$ cat src/rtl/two_wire_slave_defs.svh
// Register indices, field positions and reset values of the two-wire slave
// Functional notes
// - Stop sets address/stop flag when enabled
// - Promiscuous bit answers every received address
// - Smart mode: data access continues operation
// - Slave works only once enabled
// - Ack action bit picks ACK or NACK
// - Ack action bit is plain stored bit
// - Command field is strobe, reads zero
// - Command zero does nothing; one reserved
// - Complete: ack if master writes, then wait for start
// - Response after address: ack, then continue
// - Response after data: ack or send byte
// - One write sets ack and command together
// - Data flag set, cleared by access
// - Address/stop flag set, cleared by access
// - Address and stop share one request
// - Pending data or address flag holds SCL low
// - Latest master acknowledge bit is kept
// - Collision stops SDA low drive, still completes
// - Collision clears on write or start
// - Misplaced start or stop flags bus error
// - Bus error only with master enabled
// - Direction bit from last address
// - Cause bit: address one, stop zero
// - Data request needs enable, flag, global
`ifndef TWO_WIRE_SLAVE_DEFS_SVH
`define TWO_WIRE_SLAVE_DEFS_SVH
`define IDX_MCTRL_A 4'h3
`define IDX_SCTRL_A 4'h9
`define IDX_SCTRL_B 4'hA
`define IDX_STATUS 4'hB
`define IDX_OWN_ADDR 4'hC
`define IDX_DATA 4'hD
`define RESET_BYTE 8'h00
`define CMD_CMD_NO_ACTION 2'h0
`define CMD_RESERVED 2'h1
`define CMD_COMPLETE 2'h2
`define CMD_RESPONSE 2'h3
`define BIT_ACK_ACTION 2
`define BIT_DATA_FLAG 7
`define BIT_AS_FLAG 6
`define BIT_COLLISION_FLAG 3
`define BIT_BUS_ERROR_FLAG 2
`define LAST_BIT 4'h7
`define BYTE_BITS 4'h8
`endif

$ cat src/rtl/two_wire_slave_pkg.sv
// Types shared by the two-wire slave
package two_wire_slave_pkg;
   typedef struct packed {
      logic data_irq_en;
      logic addr_stop_irq_en;
      logic stop_irq_en;
      logic [1:0] unused;
      logic promiscuous_addr_en;
      logic smart_mode_en;
      logic enable;
   } ctrl_a_t;
   typedef enum logic [3:0] {
      ST_IDLE, ST_ADDR, ST_PRE, ST_HOLD, ST_ACK_OUT, ST_RX, ST_TX,
      ST_ACK_IN, ST_WAIT
   } slave_state_t;
   typedef enum logic [1:0] {NA_RX, NA_DIF, NA_WAIT} after_ack_t;
endpackage

$ cat src/rtl/two_wire_slave.sv
// Two-wire bus slave with Avalon-MM control and status registers
//
// Implementation choice: the Avalon-MM slave port.
`timescale 1ns/1ps
`default_nettype none
`include "two_wire_slave_defs.svh"
module two_wire_slave
   import two_wire_slave_pkg::*;
(
   input wire logic clk,
   input wire logic rst_n,
   input wire logic [5:0] address,
   input wire logic read,
   input wire logic write,
   input wire logic [3:0] byteenable,
   input wire logic [31:0] writedata,
   output logic [31:0] readdata,
   output logic waitrequest,
   input wire logic global_irq_en,
   output logic irq_data,
   output logic irq_addr_stop,
   input wire logic scl_in,
   output logic scl_out,
   output logic scl_drive_n,
   input wire logic sda_in,
   output logic sda_out,
   output logic sda_drive_n
);
   // -----------------------------------------------------------------
   // Bus slave
   // -----------------------------------------------------------------
   logic resp_reg;
   logic [7:0] rdata_reg;
   logic [7:0] rdata_next;
   logic [3:0] idx;
   logic fire;
   logic wr_fire;
   logic rd_data;
   logic wr_data;
   logic data_acc;
   logic cmd_wr;
   logic [1:0] cmd;
   logic ctl_wr;
   ctrl_a_t ctrl_a_reg;
   logic master_en_reg;
   logic ack_action_reg;
   logic [7:0] own_addr_reg;
   logic [7:0] data_reg;
   logic data_flag;
   logic addr_stop_flag;
   logic received_ack_bit;
   logic collision_flag;
   logic bus_error_flag;
   logic dir_reg;
   logic irq_cause;
   logic [7:0] status;
   slave_state_t state_reg;
   logic in_hold;

   assign idx = address[5:2];
   // One wait state keeps read data registered at the accepting edge
   assign waitrequest = (read | write) & ~resp_reg;
   assign fire = (read | write) & resp_reg;
   assign wr_fire = fire & write & byteenable[0];
   assign rd_data = fire & read & (idx == `IDX_DATA);
   assign wr_data = wr_fire & (idx == `IDX_DATA);
   assign data_acc = rd_data | wr_data;
   assign cmd_wr = wr_fire & (idx == `IDX_SCTRL_B);
   assign cmd = writedata[1:0];
   assign ctl_wr = wr_fire & (idx == `IDX_STATUS);
   assign readdata = {24'h000000, rdata_reg};
   assign status = {data_flag, addr_stop_flag, in_hold, received_ack_bit,
                    collision_flag, bus_error_flag, dir_reg, irq_cause};

   always_comb begin
      case (idx)
         `IDX_MCTRL_A: rdata_next = {7'h00, master_en_reg};
         `IDX_SCTRL_A: rdata_next = ctrl_a_reg;
         `IDX_SCTRL_B: rdata_next = {5'h00, ack_action_reg, 2'h0};
         `IDX_STATUS: rdata_next = status;
         `IDX_OWN_ADDR: rdata_next = own_addr_reg;
         `IDX_DATA: rdata_next = data_reg;
         default: rdata_next = `RESET_BYTE;
      endcase
   end

   always_ff @(posedge clk or negedge rst_n) begin
      if (!rst_n) begin
         resp_reg <= 1'b0;
         rdata_reg <= `RESET_BYTE;
      end else begin
         resp_reg <= (read | write) & ~resp_reg;
         if (read & ~resp_reg) begin
            rdata_reg <= rdata_next;
         end
      end
   end

   always_ff @(posedge clk or negedge rst_n) begin
      if (!rst_n) begin
         ctrl_a_reg <= `RESET_BYTE;
         master_en_reg <= 1'b0;
         ack_action_reg <= 1'b0;
         own_addr_reg <= `RESET_BYTE;
      end else if (wr_fire) begin
         case (idx)
            `IDX_MCTRL_A: master_en_reg <= writedata[0];
            `IDX_SCTRL_A: ctrl_a_reg <= {writedata[7:5], 2'b00,
                                         writedata[2:0]};
            `IDX_SCTRL_B: ack_action_reg <= writedata[`BIT_ACK_ACTION];
            `IDX_OWN_ADDR: own_addr_reg <= writedata[7:0];
            default: ;
         endcase
      end
   end

   // -----------------------------------------------------------------
   // Pin synchronisers and bus conditions
   // -----------------------------------------------------------------
   logic [2:0] scl_sync;
   logic [2:0] sda_sync;
   logic scl_s;
   logic sda_s;
   logic scl_rise;
   logic scl_fall;
   logic start_c;
   logic stop_c;

   always_ff @(posedge clk or negedge rst_n) begin
      if (!rst_n) begin
         scl_sync <= 3'h7;
         sda_sync <= 3'h7;
      end else begin
         scl_sync <= {scl_sync[1:0], scl_in};
         sda_sync <= {sda_sync[1:0], sda_in};
      end
   end

   // Edges need the clock at four times SCL or faster
   assign scl_s = scl_sync[1];
   assign sda_s = sda_sync[1];
   assign scl_rise = scl_s & ~scl_sync[2];
   assign scl_fall = ~scl_s & scl_sync[2];
   assign start_c = scl_s & scl_sync[2] & sda_sync[2] & ~sda_s;
   assign stop_c = scl_s & scl_sync[2] & ~sda_sync[2] & sda_s;

   // -----------------------------------------------------------------
   // Slave sequencer
   // -----------------------------------------------------------------
   logic [3:0] cnt_reg;
   logic pre_addr_reg;
   logic ctx_addr_reg;
   logic ack_val_reg;
   logic ack_seen_reg;
   after_ack_t after_reg;
   logic en;
   logic ack_now;
   logic go;
   logic complete;
   logic [7:0] in_byte;
   logic match;
   logic mid_byte;
   logic ev_start;
   logic ev_stop;
   logic ev_addr;
   logic ev_data;
   logic ev_collision_flag;
   logic ev_collision_flag_nack;
   logic ev_bus_error_flag;

   assign en = ctrl_a_reg.enable;
   assign in_hold = state_reg == ST_HOLD;
   assign ack_now = cmd_wr ? writedata[`BIT_ACK_ACTION] : ack_action_reg;
   assign go = in_hold & ((cmd_wr & cmd == `CMD_RESPONSE) |
                          (ctrl_a_reg.smart_mode_en & data_acc));
   assign complete = in_hold & cmd_wr & cmd == `CMD_COMPLETE;
   assign in_byte = {data_reg[6:0], sda_s};
   assign match = ctrl_a_reg.promiscuous_addr_en |
                  (in_byte[7:1] == own_addr_reg[7:1]) |
                  (own_addr_reg[0] & in_byte == `RESET_BYTE);
   assign mid_byte = (state_reg == ST_RX | state_reg == ST_TX |
                      state_reg == ST_ADDR) &
                     cnt_reg != 4'h0 & cnt_reg != `BYTE_BITS;
   assign ev_start = en & start_c;
   assign ev_stop = en & stop_c;
   assign ev_addr = en & state_reg == ST_PRE & pre_addr_reg & scl_fall;
   assign ev_data = en & scl_fall & ~start_c & ~stop_c &
                    ((state_reg == ST_PRE & ~pre_addr_reg) |
                     (state_reg == ST_ACK_IN & ack_seen_reg) |
                     (state_reg == ST_ACK_OUT & ack_seen_reg &
                      after_reg == NA_DIF & ~ack_val_reg));
   assign ev_collision_flag_nack = en & scl_rise & ~sda_s &
                         state_reg == ST_ACK_OUT & ack_val_reg;
   assign ev_collision_flag = ev_collision_flag_nack | (en & scl_rise & ~sda_s &
                    state_reg == ST_TX & cnt_reg < `BYTE_BITS &
                    data_reg[7]);
   assign ev_bus_error_flag = master_en_reg &
                      ((ev_start & mid_byte) |
                       (ev_stop & (mid_byte | state_reg == ST_ADDR)));

   always_ff @(posedge clk or negedge rst_n) begin
      if (!rst_n) begin
         state_reg <= ST_IDLE;
         cnt_reg <= 4'h0;
         data_reg <= `RESET_BYTE;
         pre_addr_reg <= 1'b0;
         ctx_addr_reg <= 1'b0;
         ack_val_reg <= 1'b0;
         ack_seen_reg <= 1'b0;
         after_reg <= NA_WAIT;
      end else if (!en) begin
         state_reg <= ST_IDLE;
         if (wr_data) begin
            data_reg <= writedata[7:0];
         end
      end else if (start_c) begin
         state_reg <= ST_ADDR;
         cnt_reg <= 4'h0;
      end else if (stop_c) begin
         state_reg <= ST_IDLE;
      end else begin
         case (state_reg)
            ST_ADDR: if (scl_rise) begin
               data_reg <= in_byte;
               cnt_reg <= cnt_reg + 4'h1;
               if (cnt_reg == `LAST_BIT) begin
                  pre_addr_reg <= 1'b1;
                  state_reg <= match ? ST_PRE : ST_WAIT;
               end
            end
            ST_RX: if (scl_rise) begin
               data_reg <= in_byte;
               cnt_reg <= cnt_reg + 4'h1;
               if (cnt_reg == `LAST_BIT) begin
                  pre_addr_reg <= 1'b0;
                  state_reg <= ST_PRE;
               end
            end
            ST_PRE: if (scl_fall) begin
               ctx_addr_reg <= pre_addr_reg;
               state_reg <= ST_HOLD;
            end
            ST_HOLD: begin
               if (wr_data) begin
                  data_reg <= writedata[7:0];
               end
               ack_seen_reg <= 1'b0;
               cnt_reg <= 4'h0;
               if (go) begin
                  ack_val_reg <= ack_now;
                  state_reg <= ST_ACK_OUT;
                  if (ctx_addr_reg) begin
                     after_reg <= dir_reg ? NA_DIF : NA_RX;
                  end else if (!dir_reg) begin
                     after_reg <= NA_RX;
                  end else begin
                     state_reg <= ST_TX;
                  end
               end else if (complete) begin
                  ack_val_reg <= ack_now;
                  after_reg <= NA_WAIT;
                  state_reg <= dir_reg ? ST_WAIT : ST_ACK_OUT;
               end
            end
            ST_ACK_OUT: begin
               if (scl_rise) begin
                  ack_seen_reg <= 1'b1;
               end
               if (scl_fall & ack_seen_reg) begin
                  cnt_reg <= 4'h0;
                  ack_seen_reg <= 1'b0;
                  if (ack_val_reg | after_reg == NA_WAIT) begin
                     state_reg <= ST_WAIT;
                  end else if (after_reg == NA_RX) begin
                     state_reg <= ST_RX;
                  end else begin
                     ctx_addr_reg <= 1'b0;
                     state_reg <= ST_HOLD;
                  end
               end
            end
            ST_TX: begin
               if (scl_rise) begin
                  cnt_reg <= cnt_reg + 4'h1;
               end
               if (scl_fall & cnt_reg != 4'h0) begin
                  data_reg <= {data_reg[6:0], 1'b1};
                  if (cnt_reg == `BYTE_BITS) begin
                     state_reg <= ST_ACK_IN;
                  end
               end
            end
            ST_ACK_IN: begin
               if (scl_rise) begin
                  ack_seen_reg <= 1'b1;
               end
               if (scl_fall & ack_seen_reg) begin
                  ctx_addr_reg <= 1'b0;
                  state_reg <= ST_HOLD;
               end
            end
            default: ;
         endcase
      end
   end

   // -----------------------------------------------------------------
   // Status flags; a set in the same cycle as a clear wins
   // -----------------------------------------------------------------
   logic flag_clr;
   assign flag_clr = data_acc | (cmd_wr & cmd[1]);

   always_ff @(posedge clk or negedge rst_n) begin
      if (!rst_n) begin
         data_flag <= 1'b0;
      end else if (ev_data) begin
         data_flag <= 1'b1;
      end else if (flag_clr | (ctl_wr & writedata[`BIT_DATA_FLAG])) begin
         data_flag <= 1'b0;
      end
   end

   always_ff @(posedge clk or negedge rst_n) begin
      if (!rst_n) begin
         addr_stop_flag <= 1'b0;
         irq_cause <= 1'b0;
      end else if (ev_addr | ev_collision_flag_nack) begin
         addr_stop_flag <= 1'b1;
         irq_cause <= 1'b1;
      end else if (ev_stop & ctrl_a_reg.stop_irq_en) begin
         addr_stop_flag <= 1'b1;
         irq_cause <= 1'b0;
      end else if (flag_clr | (ctl_wr & writedata[`BIT_AS_FLAG])) begin
         addr_stop_flag <= 1'b0;
      end
   end

   always_ff @(posedge clk or negedge rst_n) begin
      if (!rst_n) begin
         collision_flag <= 1'b0;
      end else if (ev_collision_flag) begin
         collision_flag <= 1'b1;
      end else if (ev_start | (ctl_wr & writedata[`BIT_COLLISION_FLAG])) begin
         collision_flag <= 1'b0;
      end
   end

   always_ff @(posedge clk or negedge rst_n) begin
      if (!rst_n) begin
         bus_error_flag <= 1'b0;
      end else if (ev_bus_error_flag) begin
         bus_error_flag <= 1'b1;
      end else if (ctl_wr & writedata[`BIT_BUS_ERROR_FLAG]) begin
         bus_error_flag <= 1'b0;
      end
   end

   always_ff @(posedge clk or negedge rst_n) begin
      if (!rst_n) begin
         dir_reg <= 1'b0;
         received_ack_bit <= 1'b0;
      end else begin
         if (en & state_reg == ST_ADDR & scl_rise & ~start_c & ~stop_c &
             cnt_reg == `LAST_BIT & match) begin
            dir_reg <= sda_s;
         end
         if (en & state_reg == ST_ACK_IN & scl_rise) begin
            received_ack_bit <= sda_s;
         end
      end
   end

   // -----------------------------------------------------------------
   // Pins and requests
   // -----------------------------------------------------------------
   assign scl_out = 1'b0;
   assign sda_out = 1'b0;
   assign scl_drive_n = ~(en & in_hold);
   // A collision stops SDA low drive (not the SCL hold) until the next start or a status write clears it
   assign sda_drive_n = ~(en & ~collision_flag &
                          ((state_reg == ST_ACK_OUT & ~ack_val_reg) |
                           (state_reg == ST_TX & ~data_reg[7])));
   assign irq_data = ctrl_a_reg.data_irq_en & data_flag & global_irq_en;
   assign irq_addr_stop = ctrl_a_reg.addr_stop_irq_en & addr_stop_flag &
                          global_irq_en;
endmodule
`default_nettype wire

$ cat config.mk
export PLATFORM = sky130hd
export DESIGN_NAME = two_wire_slave
export DESIGN_NICKNAME = d
export VERILOG_FILES = /design/src/rtl/two_wire_slave_pkg.sv /design/src/rtl/two_wire_slave.sv
export VERILOG_INCLUDE_DIRS = /design/src /design/src/rtl
export SDC_FILE = /design/constraint.sdc
export NUM_CORES = 1
export LEC_CHECK = 0
export BUFFER_PORTS_ARGS = -buffer_cell sky130_fd_sc_hd__buf_4
export CAP_MARGIN = 20
export CORE_UTILIZATION = 50
export DETAILED_ROUTE_END_ITERATION = 8
export PLACE_DENSITY = 0.81
export SLEW_MARGIN = 20
export SYNTH_ARGS = -nofsm -noshare
export SYNTH_HDL_FRONTEND = slang
export SYNTH_SLANG_ARGS = --single-unit
$ cat constraint.sdc
create_clock -name clk -period 2.9 [get_ports clk]
set_clock_uncertainty 0.2 [all_clocks]
set_input_delay 0.435 -clock clk [delete_from_list [all_inputs] [get_ports clk]]
set_output_delay 0.435 -clock clk [all_outputs]
set_load 0.05 [all_outputs]
== Yosys cells after proc, flatten, opt, wreduce, memory -nomap -nowiden ==
Index checks and enable logic that the tools add are counted.

* Flip-flop bits (word level): 60
* Input bits: 49
* Output and inout bits: 39

* Add/subtract/negate cells: 1
* Order comparisons: 1
* Eq/ne operators: 50
* Muxes and demuxes: 67
* Bitwise logic cells: 106
* Reduce and logical (&&, ||, !) cells: 27

{| class="wikitable"
|+ Operator list
! operator !! count
|-
| two-way mux 4 bit || 21
|-
| bitwise AND 1 bit || 74
|-
| two-way mux 8 bit || 6
|-
| one-hot mux 8 bit (6 select lines) || 1
|-
| one-hot mux 4 bit (7 select lines) || 1
|-
| two-way mux 1 bit || 26
|-
| != test 5 x 4 -> 1 bit, second input constant || 5
|-
| == test 4 bit, second input constant || 6
|-
| one-hot mux 8 bit (3 select lines) || 1
|-
| == test 4 x 3 -> 1 bit, second input constant || 5
|-
| != test 5 bit, second input constant || 4
|-
| OR 1 bit || 19
|-
| != test 2 bit, second input constant || 9
|-
| AND reduction 5 bit || 3
|-
| inverter 1 bit || 13
|-
| == test 4 x 2 -> 1 bit, second input constant || 3
|-
| two-way mux 2 bit || 6
|-
| one-hot mux 4 bit (3 select lines) || 1
|-
| nonzero test 2 bit || 6
|-
| AND reduction 11 bit || 1
|-
| != test 10 x 1 -> 1 bit, second input constant || 1
|-
| != test 3 x 2 -> 1 bit, second input constant || 3
|-
| AND reduction 9 bit || 1
|-
| nonzero test 3 bit || 3
|-
| 24 further kinds || 33
|}

== Logic depth before layout (Yosys ltp) ==
* Word-level depth: 14
* Gate-level depth with buffers: 7
* Gate-level depth less buffers: 7

== Worst setup path before layout ==
OpenSTA, ideal clock, no wires.

* Kind: reg2reg
* Start: register sda_sync[1]
* End: register cnt_reg[0]
* Library setup time: 128 ps
* Arrival time: 1935 ps
* Data required time: 2572 ps
* Setup slack: 638 ps
* Cell stages (with the launch flop): 8
* Buffers on the path: 2
* Path through: dfstp_2 buf_4 and4b_1 buf_2 a211o_1 o211a_1 o21ai_2 mux2_1

* Cells in the longest elaborated chain, start to end: 4

{| class="wikitable"
|+ RTL lines
! item !! RTL line !! source
|-
| start, declared || two_wire_slave.sv:121 || <nowiki>logic [2:0] sda_sync;</nowiki>
|-
| start signal, assigned || two_wire_slave.sv:135 || <nowiki>sda_sync <= {sda_sync[1:0], sda_in};</nowiki>
|-
| inverter 1 bit || two_wire_slave.sv:144 || <nowiki>assign start_c = scl_s & scl_sync[2] & sda_sync[2] & ~sda_s;</nowiki>
|-
| bitwise AND 1 bit || two_wire_slave.sv:144 ||
|-
| != test 3 x 2 -> 1 bit (no source line), or another cell as far along || n/a ||
|-
| AND reduction 5 bit (no source line) || n/a ||
|-
| end signal, assigned || two_wire_slave.sv:225 || <nowiki>cnt_reg <= cnt_reg + 4'h1;</nowiki>
|-
| end signal, assigned || two_wire_slave.sv:233 || <nowiki>cnt_reg <= cnt_reg + 4'h1;</nowiki>
|-
| end signal, assigned || two_wire_slave.sv:284 || <nowiki>cnt_reg <= cnt_reg + 4'h1;</nowiki>
|-
| end, declared || two_wire_slave.sv:150 || <nowiki>logic [3:0] cnt_reg;</nowiki>
|}

Parallel ways exist; a longest one is shown, timed or not.
A chain may end at the register's enable or synchronous reset.

== Worst setup path after layout ==
* Start: register state_reg[2]
* End: output port sda_drive_n

* Cells in the longest elaborated chain, start to end: 5

{| class="wikitable"
|+ RTL lines
! item !! RTL line !! source
|-
| start, declared || two_wire_slave.sv:57 || <nowiki>slave_state_t state_reg;</nowiki>
|-
| start signal, assigned || two_wire_slave.sv:228 || <nowiki>state_reg <= match ? ST_PRE : ST_WAIT;</nowiki>
|-
| start signal, assigned || two_wire_slave.sv:262 || <nowiki>state_reg <= dir_reg ? ST_WAIT : ST_ACK_OUT;</nowiki>
|-
| == test 4 x 3 -> 1 bit (on tied branches) || two_wire_slave.sv:381, two_wire_slave.sv:382 ||
|-
| bitwise AND 1 bit (on tied branches) || two_wire_slave.sv:381, two_wire_slave.sv:382 ||
|-
| OR 1 bit (*) || two_wire_slave.sv:381 || <nowiki>((state_reg == ST_ACK_OUT & ~ack_val_reg) |</nowiki>
|-
| bitwise AND 1 bit (*) || two_wire_slave.sv:380 || <nowiki>assign sda_drive_n = ~(en & ~collision_flag &</nowiki>
|-
| inverter 1 bit (*) || two_wire_slave.sv:380 ||
|-
| end, declared || two_wire_slave.sv:27 || <nowiki>output logic sda_drive_n</nowiki>
|}

Every way passes the cells marked *; elsewhere a longest branch is shown, timed or not.

==> run_summary.xml <==
<?xml version="1.0" encoding="UTF-8"?>
<metrics>
  <group name="status">
    <metric name="run_status" unit="">finished clean</metric>
  </group>
  <group name="timing">
    <metric name="max_freq" unit="MHz">366</metric>
    <metric name="post-route-period-util" unit="%">94.1</metric>
    <metric name="worstMarginPinSlew" unit="ns">0.741</metric>
    <metric name="setup_repair_after_global_routing_missed_its_margin" unit="">no</metric>
    <metric name="max-slew-margin-rel" unit="%">50.6</metric>
    <metric name="final_max_slew_viol_count" unit="">0</metric>
    <metric name="finalSetupTns" unit="ns">0</metric>
    <metric name="timing.final.hold_violations" unit="">0</metric>
    <metric name="final.hold.worst_slack" unit="ns">0.120</metric>
    <metric name="fin_crit" unit="ns">2.73</metric>
    <metric name="setup_ws" unit="ns">0.171</metric>
    <metric name="setup-violations-final" unit="">0</metric>
  </group>
  <group name="grt">
    <metric name="grt_pass1_vias" unit="">2962</metric>
    <metric name="grt_most_used_layer" unit="">met2</metric>
    <metric name="grt_util_met2" unit="%">38.4</metric>
    <metric name="antenna_violations_before_repair" unit="">0</metric>
    <metric name="grt_max_degree" unit="">61</metric>
    <metric name="grt_util_all_layers" unit="%">26.3</metric>
    <metric name="use_met1" unit="%">37.9</metric>
    <metric name="globalRouteMet3Util" unit="%">7.94</metric>
    <metric name="first_pass_grt_wire_length" unit="mm">15.6</metric>
    <metric name="grt-ovfl-total" unit="">0</metric>
  </group>
  <group name="setup_path">
    <metric name="path_class" unit="">register to primary output</metric>
    <metric name="cp.required" unit="ns">2.27</metric>
    <metric name="cp.arrival" unit="ns">2.09</metric>
    <metric name="endpoint_kind" unit="">primary output</metric>
    <metric name="crit-reg2reg-launch" unit="">cnt_reg[0]</metric>
    <metric name="cp-startpoint" unit="">state_reg[2]</metric>
    <metric name="worst_setup_path_start_kind" unit="">register</metric>
    <metric name="crit_path_max_fanout" unit="">17</metric>
  </group>
  <group name="cells_and_area">
    <metric name="area_growth" unit="%">12.5</metric>
    <metric name="final_common_cell" unit="">sky130_fd_sc_hd__dfrtp_1</metric>
    <metric name="final_core_util" unit="%">58.6</metric>
    <metric name="num-nets-final" unit="">481</metric>
    <metric name="instances_no_fill" unit="">534</metric>
    <metric name="final_layout_size_suffix_gt1_share" unit="%">20.2</metric>
    <metric name="final_cell_area" unit="mm2">0.00430</metric>
    <metric name="n_fill_cell" unit="">596</metric>
    <metric name="most_frequent_cells_in_the_layout" unit="">sky130_fd_sc_hd__dfrtp_1, sky130_fd_sc_hd__buf_4, sky130_fd_sc_hd__nand2_1</metric>
    <metric name="antenna_cells" unit="">0</metric>
  </group>
  <group name="place">
    <metric name="place_hpwl" unit="mm">7.11</metric>
    <metric name="place.detailed.instances" unit="">515</metric>
    <metric name="preCtsSetupSlack" unit="ns">0.480</metric>
    <metric name="dpl_cell_area" unit="mm2">0.00404</metric>
    <metric name="gp_congestion" unit="">0.966</metric>
    <metric name="portBuffers" unit="">32</metric>
  </group>
  <group name="detailed_routing">
    <metric name="first_iter_violations" unit="">435</metric>
    <metric name="routed_via_density" unit="">6.30</metric>
    <metric name="ant_nets" unit="">0</metric>
    <metric name="drt_wl_cell" unit="um">18.3</metric>
    <metric name="drt_wl_total" unit="mm">9.76</metric>
    <metric name="detailedRoute.firstPassIterationCount" unit="">6</metric>
    <metric name="number_of_vias_after_detailed_routing" unit="">3363</metric>
    <metric name="detail_route.drc_violations" unit="">0</metric>
  </group>
  <group name="die">
    <metric name="dieArea" unit="mm2">0.00800</metric>
    <metric name="floorplan.die.width" unit="um">89.4</metric>
    <metric name="io_pins" unit="">88</metric>
    <metric name="rows" unit="">31</metric>
    <metric name="initial_utilization" unit="%">52.1</metric>
    <metric name="die_height" unit="um">89.4</metric>
    <metric name="core_region_area" unit="mm2">0.00733</metric>
  </group>
  <group name="pwr">
    <metric name="worst_ir_drop_vdd" unit="mV">0.401</metric>
    <metric name="static-leakage-power" unit="nW">1.86</metric>
    <metric name="powerDensity" unit="mW/mm2">569</metric>
    <metric name="post-layout-total-power" unit="mW">2.45</metric>
  </group>
  <group name="synth">
    <metric name="netlist_instances" unit="">398</metric>
    <metric name="fraction_of_registers_with_async_set_reset" unit="%">100</metric>
    <metric name="synthesized_area_per_cell" unit="um2">9.60</metric>
    <metric name="number_of_enable_type_register_cells_in_the_synthesized_netlist" unit="">0</metric>
    <metric name="syn_area" unit="mm2">0.00382</metric>
    <metric name="synth.ff_latch_count" unit="">60</metric>
    <metric name="yosysWarnings" unit="">0</metric>
    <metric name="dominant_register_cell_in_the_synthesized_netlist" unit="">sky130_fd_sc_hd__dfrtp_1</metric>
    <metric name="ys_types" unit="">69</metric>
    <metric name="yosysSeqAreaShare" unit="%">39.5</metric>
  </group>
  <group name="cts">
    <metric name="clock_sink_count" unit="">60</metric>
    <metric name="clkLatencyLatePin" unit="ns">0.35</metric>
    <metric name="cts_inserted_buffers" unit="">9</metric>
    <metric name="clock_tree_from_tritoncts" unit="">done</metric>
    <metric name="clk_root_buffer_cell" unit="">sky130_fd_sc_hd__clkbuf_8</metric>
    <metric name="htreeDepth" unit="">3</metric>
    <metric name="postCtsSetupBuffers" unit="">0</metric>
    <metric name="path_clk_slew" unit="ns">0.07</metric>
    <metric name="buffers_from_clock_root_to_sink_at_most" unit="">2</metric>
  </group>
  <group name="worst_hold_path">
    <metric name="min-delay-start" unit="">writedata[3]</metric>
    <metric name="min_path_type" unit="">primary input to register</metric>
  </group>
  <group name="job">
    <metric name="cap_viol_max_count" unit="">0</metric>
  </group>
</metrics>
cell usage after synthesis (all sizes together) (3+ instances only):
| library cell | count | area share, % |
|---|---|---|
| dfrtp | 53 | 35 |
| buf | 40 | 6.9 |
| nand2 | 36 | 3.6 |
| o21ai | 25 | 3.4 |
| mux2 | 21 | 6.2 |
| nor2 | 20 | 2.0 |
| nand3 | 16 | 2.1 |
| o22a | 16 | 3.7 |
| a21oi | 13 | 1.7 |
| inv | 11 | 1.1 |
| nor3 | 11 | 1.4 |
| xnor2 | 10 | 2.3 |
| dfstp | 7 | 4.8 |
| mux2i | 7 | 1.8 |
| nand2b | 7 | 1.1 |
| nor2b | 7 | 1.1 |
| nand3b | 6 | 1.2 |
| a211oi | 5 | 1.1 |
| a31oi | 5 | 0.82 |
| and3 | 5 | 0.82 |
| clkbuf | 5 | 0.49 |
| nand4 | 5 | 0.82 |
| nor3b | 5 | 0.98 |
| o31ai | 5 | 0.98 |
| a2111o | 3 | 0.88 |
| a211o | 3 | 0.69 |
| a21o | 3 | 0.59 |
| a222oi | 3 | 0.79 |
| a22o | 3 | 0.69 |
| nor4 | 3 | 0.49 |
| o211a | 3 | 0.79 |
path summary, 6_finish.rpt:
check	cells past startpoint	slack [ns]	endpoint
setup / recovery	4	0.17	sda_drive_n
hold / removal	2	0.12	own_addr_reg[3]
setup reg to reg	7	0.49	data_reg[7]
hold reg to reg	0	0.16	scl_sync[1]
max in group asynchronous	2	1.52	ctrl_a_reg[1]
min in group asynchronous	2	0.49	ack_seen_reg
final cells by class:
cell class | instances | area, um2 | area share [%]
multi-input cells | 307 | 2080 | 48.5
clock inverters | 6 | 87.6 | 2.04
repair buffers | 41 | 315 | 7.33
flip-flops and latches | 60 | 1510 | 35.1
inverters | 11 | 41.3 | 0.960
well taps | 99 | 124 | 2.88
clock buffers | 10 | 138 | 3.20
power by group:
part           total, mW  leakage (nW)  internal, mW  switching (mW)
logic              0.482         0.994         0.205           0.277
clock network      0.858         0.105         0.505           0.354
registers           1.11         0.757         0.949           0.159
total               2.45          1.86          1.66           0.789
routing by layer:
layer	part of all wire [%]	wire, um
met5	0	0
met4	1.9	190
met3	10	987
met2	45	4440
met1	42	4140
critical path: stages, from the launching register on:
cell,delay [ns]
sky130_fd_sc_hd__dfrtp_1,0.67
sky130_fd_sc_hd__nand2b_1,0.31
sky130_fd_sc_hd__nor2_1,0.32
sky130_fd_sc_hd__nand4_1,0.20
sky130_fd_sc_hd__buf_4,0.23
repair_timing:
action | CTS | global route
endpoints found under the setup margin | 0 | 0
resized for setup | 0 | 0
hold buffers | 3 | 0
hold endpoints to repair | 55 | 0
kinds of logic after synthesis:
kind of cell / after synthesis / synth area share (%)
buf+inv: 56 / 8.44
compound gates: 105 / 21.2
simple gates: 136 / 19.7
fa+ha+maj: 2 / 0.655
flops: 60 / 39.5
xor+xnor: 10 / 2.29
other cells: 1 / 0.0981
mux: 28 / 8.02
Power figures use the tool's default switching activity.
